### src/verilog/usev_pkg.sv
// shared types and constants of the usb stage and event logic
package usev_pkg;

    // ==========================================================
    // widths
    localparam int DATA_W = 16;
    localparam int NUM_PIPES = 9;

    // ==========================================================
    // register offsets (word index on the plain register port)
    localparam logic [3:0] OFS_CTRL = 4'h0;
    localparam logic [3:0] OFS_IRQ_EN = 4'h1;
    localparam logic [3:0] OFS_IRQ_STS = 4'h2;
    localparam logic [3:0] OFS_DCP_CTRL = 4'h3;
    localparam logic [3:0] OFS_FRAME = 4'h4;
    localparam logic [3:0] OFS_PIPE_SEL = 4'h5;
    localparam logic [3:0] OFS_PIPE_CFG = 4'h6;

    // ==========================================================
    // field positions
    localparam int CTRL_ENABLE_BIT = 0;
    localparam int CTRL_PERIPH_BIT = 1;
    localparam int IRQ_STATE_BIT = 15;
    localparam int IRQ_FRAME_BIT = 14;
    localparam int IRQ_RESUME_BIT = 13;
    localparam int IRQ_SEQERR_BIT = 12;
    localparam int IRQ_STAGE_BIT = 11;
    localparam int IEN_SETUP_END = 0;
    localparam int IEN_DATA_END = 1;
    localparam int IEN_STATUS_END = 2;
    localparam int STS_DEV_LSB = 4;
    localparam int STS_STAGE_LSB = 0;
    localparam int FRAME_LOCK_BIT = 15;
    localparam int CFG_TYPE_LSB = 14;
    localparam int CFG_READY_BIT = 10;
    localparam int CFG_DOUBLE_BIT = 9;
    localparam int CFG_CONT_BIT = 8;
    localparam int CFG_DIR_BIT = 4;
    localparam int CFG_EP_LSB = 0;

    // ==========================================================
    // encodings and pipe limits
    localparam logic [1:0] RESP_NAK = 2'h0;
    localparam logic [1:0] RESP_STALL = 2'h2;
    localparam logic [1:0] TYPE_BULK = 2'h1;
    localparam logic [3:0] PIPE_FIRST = 4'h1;
    localparam logic [3:0] PIPE_OPT_LAST = 4'h5;
    localparam logic [3:0] PIPE_BULK_LAST = 4'h2;
    localparam logic [3:0] PIPE_CONT_FIRST = 4'h3;
    localparam logic [3:0] PIPE_LAST = 4'h9;

    typedef enum logic [2:0] {
        DEV_POWERED = 3'b000,
        DEV_DEFAULT = 3'b001,
        DEV_ADDRESS = 3'b010,
        DEV_CONFIGURED = 3'b011,
        DEV_SUSPENDED = 3'b100
    } usev_dev_e;

    typedef enum logic [2:0] {
        STG_SETUP = 3'b000,
        STG_RD_DATA = 3'b001,
        STG_RD_STATUS = 3'b010,
        STG_WR_DATA = 3'b011,
        STG_WR_STATUS = 3'b100,
        STG_ND_STATUS = 3'b101,
        STG_SEQ_ERR = 3'b110
    } usev_stage_e;

    // ==========================================================
    // carriers
    typedef struct packed {
        logic bus_reset;
        logic reset_done;
        logic suspend;
        logic resume;
        logic addressed;
        logic configured;
        logic deconfigured;
        logic setup_rx;
        logic setup_in;
        logic setup_data;
        logic tok_in;
        logic tok_out;
        logic tok_ping;
        logic data_rx;
        logic data_pid1;
        logic in_done;
        logic ack_sent;
        logic sof_rx;
        logic sof_err;
        logic hs_mode;
        logic clk_ok;
        logic [10:0] frame;
    } usev_link_s;

    typedef struct packed {
        logic [1:0] ptype;
        logic ready;
        logic dbl;
        logic cont;
        logic dir;
        logic [3:0] ep;
    } usev_pipe_s;

    typedef struct packed {
        logic usb_en;
        logic periph;
        logic [15:0] irq_en;
        usev_dev_e dev;
        usev_dev_e dev_saved;
        logic st_irq;
        logic fr_irq;
        logic rs_irq;
        logic stg_irq;
        logic seq_err;
        usev_stage_e stage;
        logic seen;
        logic first_data;
        logic pend_setup;
        logic pend_in;
        logic pend_data;
        logic [1:0] resp;
        logic [10:0] frame;
        logic locked;
        logic prev_valid;
        logic [10:0] prev_frame;
        logic [3:0] pipe_sel;
        usev_pipe_s [NUM_PIPES-1:0] pipes;
        logic [15:0] rdata;
    } usev_st_s;

    localparam usev_st_s ST_RESET = '0;

endpackage : usev_pkg

### src/verilog/usev_event_logic.sv
// usb device state, control stage, frame number and pipe option logic
`timescale 1ns/100ps
module usev_event_logic
    import usev_pkg::*;
(
    input wire logic clk,
    input wire logic rstn,
    input wire logic [3:0] addr,
    input wire logic [15:0] wdata,
    input wire logic wr,
    input wire logic rd,
    output logic [15:0] rdata,
    input wire usev_link_s lk,
    output logic state_irq_req,
    output logic stage_irq_req,
    output logic frame_irq_req,
    output logic resume_irq_req,
    output logic stall_resp,
    output logic sof_interp_en,
    output usev_dev_e device_state,
    output usev_stage_e control_stage
);

    // ==========================================================
    // helpers
    function automatic usev_stage_e setup_stage(input logic dir_in, input logic has_data);
        if (!has_data)
        begin
            return STG_ND_STATUS;
        end
        return dir_in ? STG_RD_DATA : STG_WR_DATA;
    endfunction : setup_stage

    function automatic usev_pipe_s cfg_write(input usev_pipe_s old, input logic [15:0] w,
                                             input logic [3:0] num);
        usev_pipe_s r;
        r = old;
        r.ptype = w[CFG_TYPE_LSB +: 2];
        r.dir = w[CFG_DIR_BIT];
        r.ep = w[CFG_EP_LSB +: 4];
        if (num >= PIPE_FIRST && num <= PIPE_OPT_LAST)
        begin
            r.ready = w[CFG_READY_BIT];
            r.dbl = w[CFG_DOUBLE_BIT];
        end
        if ((num >= PIPE_CONT_FIRST && num <= PIPE_OPT_LAST)
            || (num >= PIPE_FIRST && num <= PIPE_BULK_LAST && r.ptype == TYPE_BULK))
        begin
            r.cont = w[CFG_CONT_BIT];
        end
        else
        begin
            r.cont = 1'b0;
        end
        return r;
    endfunction : cfg_write

    function automatic logic [15:0] cfg_read(input usev_pipe_s p);
        logic [15:0] v;
        v = 16'h0000;
        v[CFG_TYPE_LSB +: 2] = p.ptype;
        v[CFG_READY_BIT] = p.ready;
        v[CFG_DOUBLE_BIT] = p.dbl;
        v[CFG_CONT_BIT] = p.cont;
        v[CFG_DIR_BIT] = p.dir;
        v[CFG_EP_LSB +: 4] = p.ep;
        return v;
    endfunction : cfg_read

    // ==========================================================
    // state
    usev_st_s s_reg;
    usev_st_s s_next;
    logic sel_ok;
    logic [3:0] sel_idx;
    logic monitor_on;
    logic stage_err;
    logic sof_ok;

    assign sel_ok = s_reg.pipe_sel >= PIPE_FIRST && s_reg.pipe_sel <= PIPE_LAST;
    assign sel_idx = s_reg.pipe_sel - 4'h1;
    // lock monitor runs with enable and clock, stops on reset or suspend
    assign monitor_on = s_reg.usb_en && lk.clk_ok && !lk.bus_reset && !lk.suspend
                        && s_reg.dev != DEV_SUSPENDED;
    assign sof_ok = lk.sof_rx && !lk.sof_err && s_reg.periph;

    // ==========================================================
    // next state
    always_comb
    begin
        s_next = s_reg;
        stage_err = 1'b0;
        s_next.rdata = 16'h0000;

        // register reads
        if (rd)
        begin
            unique case (addr)
                OFS_CTRL:
                begin
                    s_next.rdata[CTRL_ENABLE_BIT] = s_reg.usb_en;
                    s_next.rdata[CTRL_PERIPH_BIT] = s_reg.periph;
                end
                OFS_IRQ_EN: s_next.rdata = s_reg.irq_en;
                OFS_IRQ_STS:
                begin
                    s_next.rdata[IRQ_STATE_BIT] = s_reg.st_irq;
                    s_next.rdata[IRQ_FRAME_BIT] = s_reg.fr_irq;
                    s_next.rdata[IRQ_RESUME_BIT] = s_reg.rs_irq;
                    s_next.rdata[IRQ_SEQERR_BIT] = s_reg.seq_err;
                    s_next.rdata[IRQ_STAGE_BIT] = s_reg.stg_irq;
                    s_next.rdata[STS_DEV_LSB +: 3] = s_reg.dev;
                    s_next.rdata[STS_STAGE_LSB +: 3] = s_reg.stage;
                end
                OFS_DCP_CTRL: s_next.rdata[1:0] = s_reg.resp;
                OFS_FRAME:
                begin
                    s_next.rdata[10:0] = s_reg.frame;
                    s_next.rdata[FRAME_LOCK_BIT] = s_reg.locked;
                end
                OFS_PIPE_SEL: s_next.rdata[3:0] = s_reg.pipe_sel;
                OFS_PIPE_CFG: s_next.rdata = sel_ok ? cfg_read(s_reg.pipes[sel_idx]) : 16'h0000;
                default: s_next.rdata = 16'h0000;
            endcase
        end

        // register writes; status bits clear on a written zero, seq_err on a zero written to the stage bit
        if (wr)
        begin
            unique case (addr)
                OFS_CTRL:
                begin
                    s_next.usb_en = wdata[CTRL_ENABLE_BIT];
                    s_next.periph = wdata[CTRL_PERIPH_BIT];
                end
                OFS_IRQ_EN: s_next.irq_en = wdata;
                OFS_IRQ_STS:
                begin
                    if (!wdata[IRQ_STATE_BIT]) s_next.st_irq = 1'b0;
                    if (!wdata[IRQ_FRAME_BIT]) s_next.fr_irq = 1'b0;
                    if (!wdata[IRQ_RESUME_BIT]) s_next.rs_irq = 1'b0;
                    if (!wdata[IRQ_STAGE_BIT])
                    begin
                        s_next.stg_irq = 1'b0;
                        s_next.seq_err = 1'b0;
                    end
                end
                OFS_DCP_CTRL: s_next.resp = wdata[1:0];
                OFS_PIPE_SEL: s_next.pipe_sel = wdata[3:0];
                OFS_PIPE_CFG:
                begin
                    if (sel_ok)
                    begin
                        s_next.pipes[sel_idx] = cfg_write(s_reg.pipes[sel_idx], wdata,
                                                          s_reg.pipe_sel);
                    end
                end
                default: ;
            endcase
        end

        // device state; events set after writes so a set wins
        if (!s_reg.periph)
        begin
            s_next.dev = DEV_POWERED;
        end
        else if (lk.reset_done)
        begin
            s_next.dev = DEV_DEFAULT;
            s_next.st_irq = 1'b1;
        end
        else if (lk.suspend && s_reg.dev != DEV_SUSPENDED)
        begin
            s_next.dev_saved = s_reg.dev;
            s_next.dev = DEV_SUSPENDED;
            s_next.st_irq = 1'b1;
        end
        else if (lk.resume && s_reg.dev == DEV_SUSPENDED)
        begin
            s_next.dev = s_reg.dev_saved;
            s_next.rs_irq = 1'b1;
        end
        else if (lk.addressed && s_reg.dev == DEV_DEFAULT)
        begin
            s_next.dev = DEV_ADDRESS;
            s_next.st_irq = 1'b1;
        end
        else if (lk.configured && s_reg.dev == DEV_ADDRESS)
        begin
            s_next.dev = DEV_CONFIGURED;
            s_next.st_irq = 1'b1;
        end
        else if (lk.deconfigured && s_reg.dev == DEV_CONFIGURED)
        begin
            s_next.dev = DEV_ADDRESS;
            s_next.st_irq = 1'b1;
        end

        // control stage
        if (s_reg.periph)
        begin
            if (s_reg.stage == STG_SEQ_ERR)
            begin
                if (lk.setup_rx)
                begin
                    s_next.pend_setup = 1'b1;
                    s_next.pend_in = lk.setup_in;
                    s_next.pend_data = lk.setup_data;
                end
                if (!s_next.stg_irq && s_next.pend_setup)
                begin
                    s_next.stage = setup_stage(s_next.pend_in, s_next.pend_data);
                    s_next.pend_setup = 1'b0;
                    s_next.seen = 1'b0;
                    s_next.first_data = 1'b1;
                    s_next.stg_irq = s_reg.irq_en[IEN_SETUP_END];
                end
                else if (!s_next.stg_irq)
                begin
                    s_next.stage = STG_SETUP;
                end
            end
            else if (lk.setup_rx)
            begin
                s_next.stage = setup_stage(lk.setup_in, lk.setup_data);
                s_next.seen = 1'b0;
                s_next.first_data = 1'b1;
                if (s_reg.irq_en[IEN_SETUP_END]) s_next.stg_irq = 1'b1;
            end
            else
            begin
                unique case (s_reg.stage)
                    STG_SETUP: ;
                    STG_RD_DATA:
                    begin
                        if (lk.in_done) s_next.seen = 1'b1;
                        if (lk.tok_out || lk.tok_ping)
                        begin
                            if (!s_reg.seen)
                            begin
                                stage_err = 1'b1;
                            end
                            else
                            begin
                                s_next.stage = STG_RD_STATUS;
                                if (s_reg.irq_en[IEN_DATA_END]) s_next.stg_irq = 1'b1;
                            end
                        end
                    end
                    STG_RD_STATUS:
                    begin
                        if (lk.tok_in || (lk.data_rx && !lk.data_pid1))
                        begin
                            stage_err = 1'b1;
                        end
                        else if (lk.data_rx)
                        begin
                            s_next.stage = STG_SETUP;
                            if (s_reg.irq_en[IEN_STATUS_END]) s_next.stg_irq = 1'b1;
                        end
                    end
                    STG_WR_DATA:
                    begin
                        // the byte count against the request length is not checked
                        if (lk.data_rx)
                        begin
                            s_next.first_data = 1'b0;
                        end
                        if (lk.data_rx && s_reg.first_data && !lk.data_pid1)
                        begin
                            stage_err = 1'b1;
                        end
                        else if (lk.tok_in && !s_reg.seen)
                        begin
                            stage_err = 1'b1;
                        end
                        else if (lk.tok_in)
                        begin
                            s_next.stage = STG_WR_STATUS;
                            if (s_reg.irq_en[IEN_DATA_END]) s_next.stg_irq = 1'b1;
                        end
                        else if (lk.ack_sent)
                        begin
                            s_next.seen = 1'b1;
                        end
                    end
                    STG_WR_STATUS,
                    STG_ND_STATUS:
                    begin
                        if (lk.tok_out || lk.tok_ping)
                        begin
                            stage_err = 1'b1;
                        end
                        else if (lk.in_done)
                        begin
                            s_next.stage = STG_SETUP;
                            if (s_reg.irq_en[IEN_STATUS_END]) s_next.stg_irq = 1'b1;
                        end
                    end
                    default: s_next.stage = STG_SETUP;
                endcase
            end
            if (stage_err)
            begin
                s_next.stage = STG_SEQ_ERR;
                s_next.seq_err = 1'b1;
                s_next.stg_irq = 1'b1;
                s_next.resp = RESP_STALL;
            end
        end

        // frame number and lock monitor
        if (!monitor_on)
        begin
            s_next.locked = 1'b0;
            s_next.prev_valid = 1'b0;
        end
        else if (sof_ok && !lk.hs_mode)
        begin
            s_next.frame = lk.frame;
            s_next.fr_irq = 1'b1;
        end
        else if (sof_ok && !s_reg.locked)
        begin
            if (s_reg.prev_valid && lk.frame != s_reg.prev_frame)
            begin
                s_next.locked = 1'b1;
            end
            s_next.prev_frame = lk.frame;
            s_next.prev_valid = 1'b1;
        end
        else if (sof_ok && lk.frame != s_reg.frame)
        begin
            s_next.frame = lk.frame;
            s_next.fr_irq = 1'b1;
        end
    end

    always_ff @(posedge clk)
    begin
        if (!rstn)
        begin
            s_reg <= ST_RESET;
        end
        else
        begin
            s_reg <= s_next;
        end
    end

    // ==========================================================
    // outputs
    assign rdata = s_reg.rdata;
    assign state_irq_req = s_reg.st_irq && s_reg.irq_en[IRQ_STATE_BIT];
    assign stage_irq_req = s_reg.stg_irq;
    assign frame_irq_req = s_reg.fr_irq && s_reg.irq_en[IRQ_FRAME_BIT];
    assign resume_irq_req = s_reg.rs_irq && s_reg.irq_en[IRQ_RESUME_BIT];
    assign stall_resp = s_reg.resp[1];
    assign sof_interp_en = s_reg.locked && lk.hs_mode;
    assign device_state = s_reg.dev;
    assign control_stage = s_reg.stage;
endmodule : usev_event_logic

### config.mk
export PLATFORM = sky130hd
export DESIGN_NAME = usev_event_logic
export DESIGN_NICKNAME = d
export VERILOG_FILES = /design/src/verilog/usev_pkg.sv /design/src/verilog/usev_event_logic.sv
export SDC_FILE = /design/constraint.sdc
export NUM_CORES = 1
export LEC_CHECK = 0
export BUFFER_PORTS_ARGS = -buffer_cell sky130_fd_sc_hd__buf_2
export CAP_MARGIN = 20
export CORE_ASPECT_RATIO = 0.6
export CORE_MARGIN = 8
export CORE_UTILIZATION = 45
export DETAILED_ROUTE_END_ITERATION = 16
export HOLD_SLACK_MARGIN = 0.08
export PLACE_DENSITY = 0.7
export SYNTH_ARGS = -nofsm -noshare
export SYNTH_HDL_FRONTEND = slang
export SYNTH_SLANG_ARGS = --single-unit
### constraint.sdc
create_clock -name clk -period 2.61 [get_ports clk]
set_clock_uncertainty 0.05 [all_clocks]
set_input_delay 0.522 -clock clk [delete_from_list [all_inputs] [get_ports clk]]
set_output_delay 0.522 -clock clk [all_outputs]
set_load 0.02 [all_outputs]
==> flow_metrics.py <==
metrics = {
    "yosys": {
        "netlist_area_mm2": 0.00853,
        "synth_cell_types": 68,
        "ys.flop_type": "dfxtp_1",
        "ys_seq_area_share_pct": 40.6,
        "syn-mean-instance-area_um2": 8.43,
        "ys_warn_count": 0,
        "netlist_instances": 1011,
        "syn_nets": 1073,
        "synth-async-reset-ratio_pct": 0,
        "synth_edf_count": 0,
        "ys_ff_latch": 173,
    },
    "cts": {
        "cts_tree": "done",
        "clock_latency_ps": 430,
        "cts_buffers": 17,
        "cts.sinks": 173,
        "cts_buffer_depth": 2,
        "htree_levels": 4,
        "cts-root-buf": "clkbuf_16",
        "post-cts-setup-buffer-count": 0,
        "clk_pin_slew_ps": 70,
        "hold_buffers": 0,
    },
    "global_routing": {
        "grtUsageTotal_pct": 21.9,
        "grt_pass1_vias": 7502,
        "antenna_found_initial": 0,
        "grt_max_degree": 85,
        "gr-total-overflow": 0,
        "grt_pass1_wl_um": 41600,
    },
    "setup_path": {
        "crit_path_cell_trace": "inv_1 -> buf_4 -> ha_1 -> buf_4 -> mux4_2 -> o22ai_1 -> or3_1 -> a31oi_1",
        "r2r-end": "rdata[2]",
        "crit_path_start_kind": "register",
        "ff2ff_path_depth": 8,
        "crit_path_end_kind": "register",
        "critical_path_class": "reg2reg",
        "crit_path_end": "rdata[2]",
        "arrival_ps": 2770,
        "crit_required_ps": 2890,
        "r2r-start": "s_reg[106]",
        "rrSetupSlack_ps": 120,
        "startpoint": "s_reg[106]",
        "cp_max_fo": 13,
        "critPathMaxStageDelay_ps": 480,
        "cp.depth": 8,
        "cpMaxStageDelayCell": "ha_1",
        "crit_family": "buffers and inverters",
        "worst-path-buf-inv": 3,
        "cp_common_cell": "buf_4",
    },
    "detailed_routing": {
        "drtIter0Drc": 825,
        "ant_nets": 0,
        "wl_per_cell_um": 19.6,
        "drc_errors": 0,
        "dr.pass1.iters": 5,
        "routed_wl_um": 26100,
        "vias": 8000,
        "routed_via_density": 6.02,
    },
    "timing": {
        "setup-violations-final": 0,
        "worst_hold_slack_ps": 282,
        "fin_crit_sh_pct": 95.4,
        "fin_setup_tns_ps": 0,
        "fmax_ghz": 0.402,
        "hold_viol": 0,
        "period_minus_slack_ps": 2490,
        "slew_viol_final": 0,
        "maxSlewHeadroom_pct": 52.8,
        "worst_pin_slew_ps": 701,
        "rsz0062_at_grt": "no",
    },
    "final_layout": {
        "areaGrowthSynthToFinish_pct": 15.2,
        "layout_common_cells": "dfxtp_1 (173), nand2_1 (139), a21oi_1 (115)",
        "fillers": 1716,
        "nets": 1135,
        "largest_register_ff_count": 149,
        "antennaDiodeCount": 0,
        "final_common_cell": "dfxtp_1",
        "drive_above_1_share_pct": 19.9,
    },
    "floorplan": {
        "die_h_um": 123,
        "fp.dieW_um": 194,
        "start_util_pct": 45.4,
        "boundaryPins": 84,
        "core-area_mm2": 0.0188,
        "die_area_mm2": 0.0238,
        "placementRows": 39,
    },
    "job": {
        "max_cap_violations": 0,
    },
    "pwr": {
        "peakVddDrop_uv": 386,
        "comb_power_share_pct": 5.9,
        "switching_share_pct": 23.8,
        "power_density_mw_per_mm2": 544,
        "p_leak_nw": 3.67,
        "seq_power_share_pct": 49.6,
        "internal_power_w": 0.00408,
        "clkPwrFrac_pct": 44.5,
        "netSwitchingPower_w": 0.00127,
    },
    "placement": {
        "hpwlAfterDp_um": 18700,
        "place_congestion": 0.894,
        "portBuffers": 83,
    },
    "run_status": {
        "status": "finished, final reports clean",
    },
    "worst_hold_path": {
        "hold_path.startpoint": "wdata[12]",
        "hp-class": "in2reg",
    },
}
-- logic make-up (layout without fill, tap and decap cells) --
kind of cell	after synthesis	after routing	share of synthesized area [%]
xor gates and xnor gates	24	24	2.47
adders and majority gates	6	6	0.880
and+or+nand+nor	344	344	18.9
buffers and inverters	122	195	6.85
DFF	173	173	40.6
AOI/OAI and AO/OA	282	282	20.1
muxes	60	60	10.2
-- synth_stat cells (all sizes together) (4+ instances only) --
master	count	area, um2
nand2	139	522
o21ai	76	380
ha	6	75.1
nand3	24	120
nand4	4	25.0
xor2	11	96.3
clkbuf	63	236
a221oi	4	35.0
nor4	5	31.3
a221o	16	160
o22ai	10	62.6
nor2b	6	37.5
a31oi	7	43.8
nor4b	4	56.3
nand2b	11	68.8
mux4	20	465
mux2i	39	390
a21oi	115	576
nand3b	4	30.0
inv	16	60.1
nor3	21	105
dfxtp	173	3460
a22oi	13	97.6
and3	9	61.3
nor2	91	342
a211oi	5	50.1
or3	5	31.3
and2	9	56.3
a222oi	5	50.1
buf	43	288
xnor2	13	114
-- repair_timing --
item,CTS,global route
pin swaps,0,1
endpoints found under the hold margin,0,0
gates resized for setup,1,6
endpoints found under the setup margin,2,46
-- cell type report --
cell class	count	area [um2]	area share [%]
Tap cell	246	308	3.13
Sequential cell	173	3460	35.3
Multi-Input combinational cell	716	4510	45.9
Timing Repair Buffer	149	936	9.53
Inverter	16	62.6	0.637
Clock inverter	11	97.6	0.994
Clock buffer	19	443	4.51
-- worst reg2reg max path: cells and delay by family (launching register included) --
kind	cells	cell delay [ps]
fa+ha+maj	1	480
simple gates	1	330
buf+inv	3	560
mux	1	260
compound gates	2	290
flops	1	420
-- routing by layer --
| layer | GRT usage [%] | wire, um |
|---|---|---|
| met2 | 30.6 | 10500 |
| met3 | 5.78 | 2840 |
| met5 | 0 | 0 |
| met4 | 4.55 | 151 |
| met1 | 33.0 | 12600 |
-- power groups by stage --
stage               clock (W)  combinational [W]  sequential, W
floorplan                   0           0.000171        0.00271
global placement            0           0.000307        0.00271
detailed placement          0           0.000309        0.00271
CTS                   0.00240           0.000310        0.00265
global route          0.00253           0.000339        0.00265
finish                0.00238           0.000317        0.00265
-- through the flow --
stage | instances | power (W) | area, um2 | worst slack (ps) | utilization [%]
floorplan | 1011 | 0.00288 | 8530 | 30.7 | -
global placement | 1300 | 0.00302 | 9270 | 104 | 49.3
detailed placement | 1300 | 0.00302 | 9270 | 29.1 | 49.3
CTS | 1330 | 0.00536 | 9810 | 117 | 52.2
global route | 1330 | 0.00552 | 9820 | 23.8 | 52.3
finish | 1330 | 0.00535 | 9820 | 120 | 52.3
-- worst min path at each step --
| stage | cells past startpoint | endpoint |
|---|---|---|
| 6_report | 3 | s_reg[167] |
| 4_1_cts | 3 | s_reg[167] |
| 5_1_grt | 3 | s_reg[167] |
| 2_1_floorplan | 2 | s_reg[158] |
| 3_5_place_dp | 2 | s_reg[160] |
| 3_3_place_gp | 2 | s_reg[162] |
Power figures use the tool's default switching activity.
